==> src/logic/cops_pkg.sv <==
// Constants and types shared by the clock output select and port direction block.
//
// Overview of operation
// A zero direction bit makes the matching port pin an input.
// A one direction bit makes the matching port pin a driven output.
// Only control bits 7 and 6 select the clock output; writable anytime.
// Select 00 drives the clock pin with the undivided peripheral clock.
// Select 01 drives the clock pin with the peripheral clock divided by two.
// Select 10 turns the clock output off and holds the pin low.
// Select 11 stops the clock output and holds the pin high.
// Divide by two is a toggling flip-flop; selection changes give no runt pulse.
`default_nettype none

package cops_pkg;

	// ****************************************************************
	// Register map
	// ****************************************************************
	localparam int ADDR_W = 4;
	localparam int REG_W = 8;
	localparam logic [ADDR_W-1:0] OFS_GLOBAL_OUTPUT_CONTROL = 4'h0;
	localparam logic [ADDR_W-1:0] OFS_PORT_E_DIRECTION = 4'h1;
	localparam logic [ADDR_W-1:0] OFS_PORT_E_DATA = 4'h2;

	// ****************************************************************
	// Field positions and reset values
	// ****************************************************************
	localparam int CKSEL_HI = 7;
	localparam int CKSEL_LO = 6;
	localparam logic [REG_W-1:0] RST_GLOBAL_OUTPUT_CONTROL = 8'h00;
	localparam logic [REG_W-1:0] RST_PORT_E_DIRECTION = 8'h00;
	localparam logic [REG_W-1:0] RST_PORT_E_DATA = 8'h00;
	localparam logic [REG_W-1:0] RDATA_IDLE = 8'h00;

	// ****************************************************************
	// Clock output selections
	// ****************************************************************
	typedef enum logic [1:0] {
		CKSEL_FULL = 2'h0,
		CKSEL_DIV2 = 2'h1,
		CKSEL_LOW = 2'h2,
		CKSEL_HIGH = 2'h3
	} cops_cksel_e;

endpackage : cops_pkg

`default_nettype wire

==> src/logic/cops_clkout.sv <==
// Clock output pin generator with runt-free selection changes.
`default_nettype none

module cops_clkout (
	// Clock and reset
	input wire logic core_clk,
	input wire logic rst_n,
	// Selection from the control register
	input wire logic [1:0] sel,
	// Pin and applied selection
	output logic clk_pin,
	output cops_pkg::cops_cksel_e mode
);
	import cops_pkg::*;

	typedef struct packed {
		cops_cksel_e mode;
		logic q;
	} cops_ck_s;

	cops_ck_s state_r;
	cops_ck_s state_nxt;

	// ****************************************************************
	// Next state
	// ****************************************************************
	always_comb begin
		state_nxt = state_r;
		state_nxt.mode = cops_cksel_e'(sel);
		// Leaving full clock at a rising edge keeps the level high, so the last pulse is whole.
		if (state_r.mode == CKSEL_FULL && cops_cksel_e'(sel) != CKSEL_FULL) begin
			state_nxt.q = 1'b1;
		end else begin
			unique case (cops_cksel_e'(sel))
				CKSEL_FULL: state_nxt.q = 1'b1;
				CKSEL_DIV2: state_nxt.q = ~state_r.q;
				CKSEL_LOW: state_nxt.q = 1'b0;
				CKSEL_HIGH: state_nxt.q = 1'b1;
			endcase
		end
	end

	always_ff @(posedge core_clk) begin
		if (!rst_n) begin
			state_r <= '{mode: CKSEL_FULL, q: 1'b1};
		end else begin
			state_r <= state_nxt;
		end
	end

	// The mux only switches at a rising edge, where the clock and the flip-flop agree high.
	assign clk_pin = (state_r.mode == CKSEL_FULL) ? core_clk : state_r.q;
	assign mode = state_r.mode;

endmodule : cops_clkout

`default_nettype wire

==> src/logic/cops_top.sv <==
// Top of the clock output select and port direction block, with its register port.
`default_nettype none

module cops_top #(
	parameter int PORT_W = 8
) (
	// Clock and reset
	input wire logic core_clk,
	input wire logic rst_n,
	// Register port
	input wire logic [cops_pkg::ADDR_W-1:0] reg_addr,
	input wire logic [cops_pkg::REG_W-1:0] reg_wdata,
	input wire logic reg_wr,
	input wire logic reg_rd,
	output logic [cops_pkg::REG_W-1:0] reg_rdata,
	// Clock output pin
	output logic clk_out_pin,
	// Parallel port pins
	input wire logic [PORT_W-1:0] pe_in,
	output logic [PORT_W-1:0] pe_out,
	output logic [PORT_W-1:0] pe_oe_n
);
	import cops_pkg::*;

	// ****************************************************************
	// Parameter check
	// ****************************************************************
	if (PORT_W < 1 || PORT_W > REG_W) begin : g_bad_port_w
		$error("PORT_W must lie between 1 and the register width");
	end

	typedef struct packed {
		logic [REG_W-1:0] ctrl;
		logic [REG_W-1:0] dir;
		logic [REG_W-1:0] data;
		logic [PORT_W-1:0] sync1;
		logic [PORT_W-1:0] sync2;
		logic [REG_W-1:0] rdata;
	} cops_top_s;

	cops_top_s state_r;
	cops_top_s state_nxt;
	logic [REG_W-1:0] pins_rd;
	cops_cksel_e ck_mode;

	// ****************************************************************
	// Pin levels as read back
	// ****************************************************************
	// Output bits read the driven value; input bits read the synchronised pin.
	always_comb begin
		pins_rd = '0;
		for (int i = 0; i < PORT_W; i++) begin
			pins_rd[i] = state_r.dir[i] ? state_r.data[i] : state_r.sync2[i];
		end
	end

	// ****************************************************************
	// Register file and synchroniser
	// ****************************************************************
	always_comb begin
		state_nxt = state_r;
		state_nxt.sync1 = pe_in;
		state_nxt.sync2 = state_r.sync1;
		state_nxt.rdata = RDATA_IDLE;
		if (reg_wr) begin
			unique case (reg_addr)
				OFS_GLOBAL_OUTPUT_CONTROL: state_nxt.ctrl = reg_wdata;
				OFS_PORT_E_DIRECTION: state_nxt.dir = reg_wdata;
				OFS_PORT_E_DATA: state_nxt.data = reg_wdata;
				default: ;
			endcase
		end
		if (reg_rd) begin
			unique case (reg_addr)
				OFS_GLOBAL_OUTPUT_CONTROL: state_nxt.rdata = state_r.ctrl;
				OFS_PORT_E_DIRECTION: state_nxt.rdata = state_r.dir;
				OFS_PORT_E_DATA: state_nxt.rdata = pins_rd;
				default: state_nxt.rdata = RDATA_IDLE;
			endcase
		end
	end

	always_ff @(posedge core_clk) begin
		if (!rst_n) begin
			state_r.ctrl <= RST_GLOBAL_OUTPUT_CONTROL;
			state_r.dir <= RST_PORT_E_DIRECTION;
			state_r.data <= RST_PORT_E_DATA;
			state_r.sync1 <= '0;
			state_r.sync2 <= '0;
			state_r.rdata <= RDATA_IDLE;
		end else begin
			state_r <= state_nxt;
		end
	end

	assign reg_rdata = state_r.rdata;

	// ****************************************************************
	// Port pin drivers
	// ****************************************************************
	for (genvar b = 0; b < PORT_W; b++) begin : g_pin
		assign pe_oe_n[b] = ~state_r.dir[b];
		assign pe_out[b] = state_r.data[b];
	end

	// ****************************************************************
	// Clock output
	// ****************************************************************
	// Software may rewrite the field at any time; the generator absorbs the change cleanly.
	cops_clkout u_clkout (
		.core_clk(core_clk),
		.rst_n(rst_n),
		.sel(state_r.ctrl[CKSEL_HI:CKSEL_LO]),
		.clk_pin(clk_out_pin),
		.mode(ck_mode)
	);

	// ****************************************************************
	// Assertions
	// ****************************************************************
	property p_dir_in;
		@(posedge core_clk) disable iff (!rst_n)
		(reg_wr && reg_addr == OFS_PORT_E_DIRECTION && reg_wdata == 8'h00)
			|=> (pe_oe_n == {PORT_W{1'b1}});
	endproperty
	a_dir_in: assert property (p_dir_in) else $error("Direction zero did not release pins");

	property p_dir_out;
		@(posedge core_clk) disable iff (!rst_n)
		(reg_wr && reg_addr == OFS_PORT_E_DIRECTION && reg_wdata == 8'hff)
			|=> (pe_oe_n == {PORT_W{1'b0}} && pe_out == $past(pe_out));
	endproperty
	a_dir_out: assert property (p_dir_out) else $error("Direction one did not drive pins");

	property p_sel_field;
		@(posedge core_clk) disable iff (!rst_n)
		(reg_wr && reg_addr == OFS_GLOBAL_OUTPUT_CONTROL)
			|=> ##1 (ck_mode == cops_cksel_e'($past(reg_wdata[CKSEL_HI:CKSEL_LO], 2)));
	endproperty
	a_sel_field: assert property (p_sel_field) else $error("Clock select not applied");

	property p_sel_only;
		@(posedge core_clk) disable iff (!rst_n)
		!(reg_wr && reg_addr == OFS_GLOBAL_OUTPUT_CONTROL)
			|=> $stable(state_r.ctrl[CKSEL_HI:CKSEL_LO]);
	endproperty
	a_sel_only: assert property (p_sel_only) else $error("Clock select changed unwritten");

	property p_full_high;
		@(negedge core_clk) disable iff (!rst_n)
		(ck_mode == CKSEL_FULL) |-> clk_out_pin;
	endproperty
	a_full_high: assert property (p_full_high) else $error("Full clock not high in high phase");

	property p_full_low;
		@(posedge core_clk) disable iff (!rst_n)
		(ck_mode == CKSEL_FULL) |-> !clk_out_pin;
	endproperty
	a_full_low: assert property (p_full_low) else $error("Full clock not low in low phase");

	property p_div2;
		@(posedge core_clk) disable iff (!rst_n)
		(ck_mode == CKSEL_DIV2 && $past(ck_mode) == CKSEL_DIV2)
			|-> (clk_out_pin != $past(clk_out_pin));
	endproperty
	a_div2: assert property (p_div2) else $error("Halved clock did not toggle");

	property p_low;
		@(posedge core_clk) disable iff (!rst_n)
		(ck_mode == CKSEL_LOW && $past(ck_mode) == CKSEL_LOW) |-> !clk_out_pin;
	endproperty
	a_low: assert property (p_low) else $error("Clock output not held low");

	property p_high;
		@(posedge core_clk) disable iff (!rst_n)
		(ck_mode == CKSEL_HIGH) [*2] |-> clk_out_pin;
	endproperty
	a_high: assert property (p_high) else $error("Clock output not held high");

	property p_no_runt;
		@(posedge core_clk) disable iff (!rst_n)
		(ck_mode != CKSEL_FULL && $past(ck_mode) == CKSEL_FULL) |-> clk_out_pin;
	endproperty
	a_no_runt: assert property (p_no_runt) else $error("Runt pulse on leaving full clock");

	// Pin level at the falling edge; in full clock mode this capture races the pin and is unused.
	logic pin_mid_r;

	always_ff @(negedge core_clk) begin
		if (!rst_n) begin
			pin_mid_r <= 1'b1;
		end else begin
			pin_mid_r <= clk_out_pin;
		end
	end

	property p_div2_duty;
		@(posedge core_clk) disable iff (!rst_n)
		(ck_mode == CKSEL_DIV2) |-> (clk_out_pin == pin_mid_r);
	endproperty
	a_div2_duty: assert property (p_div2_duty) else $error("Halved clock moved mid cycle");

	property p_rd_once;
		@(posedge core_clk) disable iff (!rst_n)
		!reg_rd |=> (reg_rdata == RDATA_IDLE);
	endproperty
	a_rd_once: assert property (p_rd_once) else $error("Read data stood without a read");

	// ****************************************************************
	// Coverage
	// ****************************************************************
	property p_cv_div2;
		@(posedge core_clk) disable iff (!rst_n)
		(ck_mode == CKSEL_DIV2) [*4];
	endproperty
	c_cv_div2: cover property (p_cv_div2);

	property p_cv_full_to_low;
		@(posedge core_clk) disable iff (!rst_n)
		(ck_mode == CKSEL_FULL) ##1 (ck_mode == CKSEL_LOW) [*3];
	endproperty
	c_cv_full_to_low: cover property (p_cv_full_to_low);

	property p_cv_high;
		@(posedge core_clk) disable iff (!rst_n)
		(ck_mode == CKSEL_HIGH) [*3];
	endproperty
	c_cv_high: cover property (p_cv_high);

	property p_cv_all_out;
		@(posedge core_clk) disable iff (!rst_n)
		(reg_wr && reg_addr == OFS_PORT_E_DIRECTION && reg_wdata == 8'hff);
	endproperty
	c_cv_all_out: cover property (p_cv_all_out);

endmodule : cops_top

`default_nettype wire

==> config.mk <==
export PLATFORM = sky130hd
export DESIGN_NAME = cops_top
export DESIGN_NICKNAME = d
export VERILOG_FILES = /design/src/logic/cops_pkg.sv /design/src/logic/cops_clkout.sv /design/src/logic/cops_top.sv
export SDC_FILE = /design/constraint.sdc
export NUM_CORES = 1
export LEC_CHECK = 0
export BUFFER_PORTS_ARGS = -buffer_cell sky130_fd_sc_hd__clkbuf_2
export CORE_ASPECT_RATIO = 1.1
export CORE_MARGIN = 3
export CORE_UTILIZATION = 47
export CTS_CLUSTER_SIZE = 25
export DETAILED_ROUTE_END_ITERATION = 8
export GPL_ROUTABILITY_DRIVEN = 0
export HOLD_SLACK_MARGIN = 0.02
export PLACE_DENSITY_LB_ADDON = 0.08
export SLEW_MARGIN = 0
export SYNTH_ARGS = -nofsm -noshare
export SYNTH_HDL_FRONTEND = slang
export SYNTH_HIERARCHICAL = 1
export SYNTH_SLANG_ARGS = --single-unit
==> constraint.sdc <==
create_clock -name core_clk -period 1.3 [get_ports core_clk]
set_input_delay 0.26 -clock core_clk [delete_from_list [all_inputs] [get_ports core_clk]]
set_output_delay 0.26 -clock core_clk [all_outputs]
set_load 0.005 [all_outputs]
## After elaboration in Yosys (flattened, before gate mapping)

Cells that the tools add are included.

- Register bits: 51
- Bits in latches: 0
- Bits in writable memories: 0
- Output and inout port bits: 25
- Bits of input ports: 24
- Memory bits (read-only): 0
- Memories kept: 0
- Word-level logic and storage cells: 45

- Order comparisons: 0
- Bitwise logic cells: 10
- Muxes and demuxes: 11
- Reductions and logical operators: 11
- Shift-type cells: 0
- $add $sub $neg: 0
- Equality and inequality tests: 5
- Divide/modulo/power cells: 0
- Multipliers: 0

Operators with widths:

| cell | number |
|---|---|
| case mux 8 bit (3 select lines) | 1 |
| inverter 1 bit | 10 |
| two-way mux 1 bit | 9 |
| AND reduction 2 bit | 4 |
| == test 2 bit (second input constant) | 2 |
| == test 4 x 1 -> 1 bit (second input constant) | 1 |
| == test 4 x 2 -> 1 bit (second input constant) | 1 |
| zero test 2 bit | 2 |
| zero test 4 bit | 1 |
| OR reduction 2 bit | 2 |
| case mux 1 bit (3 select lines) | 1 |
| == test 2 x 1 -> 1 bit (second input constant) | 1 |
| nonzero test 2 bit | 1 |
| logical AND 1 bit | 1 |

## Logic depth before layout (Yosys ltp)

Gate-level depths: netlist of the first run.

- Depth in word-level cells: 3
- Depth in mapped cells: 4
- Mapped depth without buffers: 4

## Cells and area by module

The synthesis of the first run kept the hierarchy.

Modules (own cells, without submodules):

| module | times used | area each (um^2) | sequential area each (um^2) | cells each |
|---|---|---|---|---|
| cops_top | 1 | 1940.6 | 960.9 | 195 |
| cops_clkout | 1 | 155.1 | 60.1 | 15 |

==> impl.org, run 1 <==
** Outcome
- Result of the run :: finished with violations
- Violated checks :: negative setup slack

** Pwr
- Pleak :: about 1.1 nW
- The completed layout was analyzed and its total power is between 2 and 3 mW.
- Power per standard cell area :: about 1200 nW/um2
- IR Drop Worst-Case VDD :: around 0.84 mV

** STA
- For the finished layout, the period the worst path requires is around 1.5 ns.
- Setup repair after global routing could not meet its margin everywhere.
- Worst slew margin relative to its limit :: 0.780
- The number of max-slew violations in the final report came to 0.
- Timing would allow up to between 600 and 700 MHz.
- Setup violations remaining at the end of the flow were counted as 1.
- For the pin with the worst max-slew slack, the measured transition is 0.329 ns.
- Crit path setup slack, layout :: -0.210 ns
- The number of endpoints with negative hold slack in the final report was 0.
- Post-route fraction of the period consumed by the critical path :: 1.16
- For the final database, setup skew stands at around 0.0015 ns.

** Setup path
- Top Family by Delay on Critical Path :: flip-flops
- On the worst path, the slowest cell contributes a delay of 0.33 ns.
- The setup path with the least slack is of type register to output port.
- Category of the worst setup path capture point :: output port
- For this design, the slowest cell found on the critical path is dfxtp_2.
- Arrival time of the worst setup path :: 1.25 ns
- List of cells traversed by the critical path :: nor2_2, mux2_4, clkbuf_2
- Buf+Inv Stages, Crit Path :: 1
- The worst setup path is launched from a register.
- Required time of the worst setup path :: between 1 and 1.5 ns
- Along the worst path, the maximum fanout reaches 2.

** Detailed routing
- Summed over all layers, the routed wires come to roughly 4100 um.
- For this block, the initial DRC count from the detailed router was 33.
- Residual DRC :: 0
- The first detailed-routing pass ran for 6 iterations.
- Dividing the detail-routed wire length by the instance count gives around 14 um.
- After detailed routing, the number of vias per cell comes to about 5.
- Detailed-route via count :: around 1,500
- Routed Antenna Nets :: 0

** Global route
- Maximum number of pins on one net before global-route repair :: 38
- The layer flagged by global routing as most heavily used is met2.
- The total overflow left after global routing is 0.
- Met1 GRT Util :: 0.178
- For met3 alone, demand over resource in global routing was 0.0673.
- GRT Overall Usage :: 0.168
- The first global-routing pass estimated 6600 um of wire.
- In the global route stage, met2 resource usage came out at 0.285.
- The via count of the first global-routing pass came to 1,477.
- The initial antenna violation count is 0.

** Clock network
- TritonCTS built the clock tree.
- After clock tree synthesis, the clock-pin slew on the worst setup and hold paths is about 0.080 ns.
- Clock latency on the worst-skew pair, taken at its later pin, is approximately 0.40 ns.

** Layout
- 0 antenna diodes ended up in the layout.
- Final net count :: roughly 280
- Cell area after layout :: between 2000 and 2500 um2
- Filler cell count in the final layout :: roughly 360
- Core Util, Final :: 0.600
- Layout-stage area growth over the synthesis result :: 18.7%
- Of the cells placed in the final design, the portion with a size suffix greater than 1 is 0.299.

** Floorplanning
- For this configuration, the core starts out at a cell density of 0.506.
- Die Ht :: approximately 76 um
- 49 I/O pins were placed.
- Area of the placeable core :: roughly 4100 um2
- DIE WIDTH :: between 60 and 70 um
- Die Footprint :: ~5300 um2
- Row count :: 24

** Placed design
- Pre-CTS setup slack :: -0.159 ns
- The placed instances occupy a cell area of 2330 um2.
- Total half-perimeter wirelength after legalization and detailed placement :: just over 3000 um
- Number of buffer cells added on primary ports :: 48

** Yosys
- During synthesis, Yosys emitted a total of 6 warnings.
- Synthesized instance count :: approximately 210
- Synthesized net count :: 234
- Post-Syn Area per Cell :: roughly 10 um2
- Synth Cell Area :: between 2000 and 2500 um2

** Flow run
- Maximum Capacitance Violations :: 0

** Worst hold path
- Class of the tightest hold or removal check :: input port to register
==> layout make-up <==
type	count	area, um2	share of cell area
Clock buffer	10	129	0.0522
Clock inverter	1	5.00	0.00203
Inverter	10	37.5	0.0152
Multi-Input combinational cell	120	861	0.349
Sequential cell	51	1020	0.414
Tap cell	52	65.1	0.0263
Timing Repair Buffer	59	350	0.142
==> final timing paths <==
| kind | startpoint | to | slack [ns] | depth (start not counted) |
|---|---|---|---|---|
| worst min-delay path | pe_in[2] | state_nxt[10] | 0.06 | 2 |
| worst max register to register | state_r[46] | u_clkout/state_r[0] | 0.14 | 4 |
| worst min register to register | state_nxt[15] | state_r[15] | 0.44 | 1 |
| worst max-delay path | u_clkout/mode[1] | clk_out_pin | -0.21 | 3 |
==> power breakdown <==
group / switching, mW / internal, mW / total (mW)
sequential: 0.0140 / 1.59 / 1.61
clock: 0.532 / 0.674 / 1.21
combinational: 0.0893 / 0.0925 / 0.182
==> timing repair <==
item                                    4_1_cts  5_1_grt
endpoints found under the setup margin        1        1
gates resized for setup                       0        3
hold endpoints to repair                      0        0
hold buffers                                  0        0
setup buffers                                 0        1
pin swaps                                     1        1
==> flip-flops by register name, summed over array words and instances (netlist names) <==
signal / cells
reg_rdata: 8
state_nxt: 8
u_clkout/mode: 2
pe_out: 8
u_clkout/state_r: 1
state_r: 24
==> per-layer routing <==
metal,part of all wire,vias up
li1,-,753
met1,0.45,686
met2,0.48,48
met3,0.060,8
met4,0.013,0
met5,0,-
==> cell usage in the layout, fill, tap and decap left out <==
cell type	instances
dfxtp_1	50
clkbuf_2	48
mux2i_1	40
nand2_1	33
and2_1	18
inv_1	10
buf_4	10
nor2_1	9
clkbuf_8	9
o22a_1	8
nand4b_1	2
buf_12	2
ha_1	2
nand4_1	1
or4b_1	1
or3_2	1
and4bb_1	1
clkinv_2	1
nor2_2	1
mux2_4	1
mux2_2	1
o311ai_1	1
dfxtp_2	1
==> per-stage QoR <==
stage	std cells	TNS, ns	hold slack [ns]
finish	303	-0.210	0.0621
global route	303	-0.256	0.0520
CTS	302	-0.249	0.0510
detailed placement	292	-1.83	0.419
global placement	292	-1.11	0.414
floorplan	208	0	0.350
Note: power is estimated with default switching activity, not from simulation.
==> inputs of run 2 (changes only) <==
Settings changed: CORE_MARGIN 3 to 1.
==> run 2 against run 1 <==
The run still ends with negative setup slack left; sequential power about the same; combinational power decreased by 4%; wire length decreased by 4.4%; largest cell class unchanged; highest routed layer unchanged.
==> impl.org, run 2 (synthesis results as in run 1) <==
** Floorplanning
- Die Footprint :: ~4700 um2
- For this configuration, the core starts out at a cell density of 0.486.
- Row count :: 25
- Pin placement for this block handled just under 50 I/O pins.
- The die is roughly 65 um wide.
- Measured along the y axis, the die boundary spans slightly above 70 um.
- Area of the placeable core :: between 4000 and 5000 um2

** Global route
- The first global-routing pass estimated 6490 um of wire.
- For this run, the total global-route usage over all layers was measured as 0.193.
- The via count of the first global-routing pass was between 1,000 and 1,500.
- The initial antenna violation count was 0.
- Overflow left after global routing :: 0
- Entering global routing, the biggest net connects 37 pins.

** Setup path
- The slowest stage of the critical path belongs to the cell dfxtp_2.
- Traced cell by cell, the critical path runs through nor2_2, mux2_4, clkbuf_2.
- Levels on crit path :: 3
- The worst setup path is of the register to output port kind.
- The most critical setup path has its endpoint at clk_out_pin.
- At the worst endpoint, the required time is roughly 1.0 ns.
- The kind of cell with the highest combined delay along the critical path is flip-flops.
- Arrival time of the worst setup path :: about 1.3 ns
- Highest fanout seen on the critical path :: 2
- The most critical setup path has its startpoint at u_clkout/mode[0].
- STA classifies the critical path endpoint as an output port.
- Largest incremental delay on the critical path :: about 0.33 ns
- Reg2reg setup slack :: between 0.1 and 0.15 ns
- Buf+Inv Stages, Crit Path :: 1
- The number of cells on the worst reg-to-reg path is 4.
- End of the worst register-to-register path :: u_clkout/state_r[0]
- The worst register-to-register path begins at state_r[46].
- Kind of start point of the critical path :: register

** Layout
- Fill cells in the final layout number 411.
- Diode insertion count for antenna repair :: 0
- Top reg by flops :: state_r
- The register with the most flip-flops in the layout has 24 of them.
- Commonest cells after routing, fill and taps aside :: dfxtp_1 (50), clkbuf_2 (48), mux2i_1 (40)
- The net count of the finished layout is around 270.
- Most common cell after layout, fill and taps aside :: dfxtp_1
- Layout-stage area growth over the synthesis result :: 19.2%
- In the final layout, the share of cells above drive strength 1 is 0.293.

** STA
- At the pin with the least slew margin, the transition time is roughly 0.38 ns.
- Setup violations remaining at the end of the flow were counted as 1.
- Final-layout worst hold slack :: 0.0526 ns
- Post-route fraction of the period consumed by the critical path :: 1.16
- For the finished layout, the period the worst path requires is 1.51 ns.
- Across the routed clock network, the largest skew measured is approximately 0.0024 ns.
- Final-report max-slew violation count :: 0
- In the post-route analysis, the smallest setup slack over all paths is -0.213 ns.
- Number of endpoints with negative hold slack in the final report :: 0
- Setup repair after global routing missed its margin :: true
- Measured against its own limit, the worst slew margin works out to 0.747.
- Maximum clock frequency :: ~660 MHz

** Placed design
- The count of buffers added on input and output ports is 48.
- Summed over all nets, the half-perimeter wirelength after detailed placement is between 2000 and 3000 um.
- At the placement stage, the worst setup path has a slack of -0.127 ns.

** Detailed routing
- For this block, the initial DRC count from the detailed router was 64.
- Routed Antenna Nets :: 0
- For this run, the detailed router's first-pass iteration total came to 4.
- Dividing the detail-routed wire length by the instance count gives approximately 13 um.
- Residual DRC :: 0
- Detailed-route via count :: about 1,500
- After detailed routing, the number of vias per cell comes to about 4.9.
- After detailed routing, the total wire length is about 3900 um.

** Pwr
- IR Drop Worst-Case VDD :: around 0.8 mV
- Power per standard cell area :: about 1300 nW/um2
- In this run the static leakage power is 1.11 nW.

** Outcome
- Violated checks :: negative setup slack
- Result of the run :: finished with violations

** Worst hold path
- Min-Delay Path Depth :: 2
- Class of the tightest hold or removal check :: input port to register

** Flow run
- Maximum Capacitance Violations :: 0

** Clock network
- Worst-Skew Late Latency :: 0.41 ns
- Count of hold buffers inserted by post-cts repair :: 0
- The number of setup buffers added after CTS is 0.
- TritonCTS built the clock tree.
- Clock input transition at the sequential cells of the worst setup and hold paths :: about 0.090 ns
## run 2: changes by cell type in the layout (fill, tap and decap cells not counted), sizes merged
cell,change
buf,-3
bufinv,+1
## run 2: how the worst min path moves through the flow
| stage | start | endpoint | slack [ns] |
|---|---|---|---|
| floorplan | rst_n | u_clkout/state_r[0] | 0.35 |
| global placement | state_nxt[13] | state_r[13] | 0.42 |
| detailed placement | state_nxt[9] | state_r[9] | 0.42 |
| CTS | pe_in[6] | state_nxt[14] | 0.04 |
| global route | pe_in[2] | state_nxt[10] | 0.05 |
| finish | pe_in[6] | state_nxt[14] | 0.05 |
## run 2: area by class of cell
class                      count  area (um2)  share of cell area
inverter                      10        37.5              0.0151
timing repair buffer          56         328               0.132
multi-input combinational    120         861               0.347
sequential                    51        1020               0.412
clock buffer                  10         129              0.0520
tap                           54        67.6              0.0272
clock inverter                 2        35.0              0.0141
## run 2: what timing repair did
| item | in CTS | in global routing |
|---|---|---|
| setup endpoints to repair | 1 | 1 |
| pin swaps | 0 | 1 |
| resized for setup | 0 | 3 |
## run 2: metrics by stage
stage / area [um2] / cells / utilization / power (mW) / setup TNS, ns
final: 2480 / 303 / 0.579 / 3.21 / -0.213
after global routing: 2480 / 303 / 0.579 / 3.35 / -0.259
after CTS: 2470 / 303 / 0.577 / 3.25 / -0.245
after detailed placement: 2310 / 292 / 0.540 / 1.88 / -0.828
after global placement: 2310 / 292 / 0.540 / 1.87 / -0.697
after floorplan: 2080 / 208 / - / 1.77 / 0
## run 2: power by group
| group | internal [mW] | leakage (nW) | switching [mW] |
|---|---|---|---|
| sequential | 1.59 | 0.415 | 0.0142 |
| combinational | 0.0878 | 0.603 | 0.0875 |
| clock | 0.878 | 0.0963 | 0.552 |
| total | 2.56 | 1.11 | 0.653 |
## run 2: layer usage
| metal | vias up | track usage | part of all wire |
|---|---|---|---|
| met5 | - | 0 | 0 |
| met4 | 0 | 0.118 | 0.024 |
| met3 | 12 | 0.0717 | 0.047 |
| met2 | 35 | 0.313 | 0.49 |
| met1 | 687 | 0.211 | 0.43 |
| li1 | 746 | - | - |
## run 2: worst register-to-register path, stage by stage (launching register included)
cell and delay [ns]:
dfxtp_1 0.43, inv_1 0.07, ha_1 0.29, mux2_2 0.26, o311ai_1 0.06
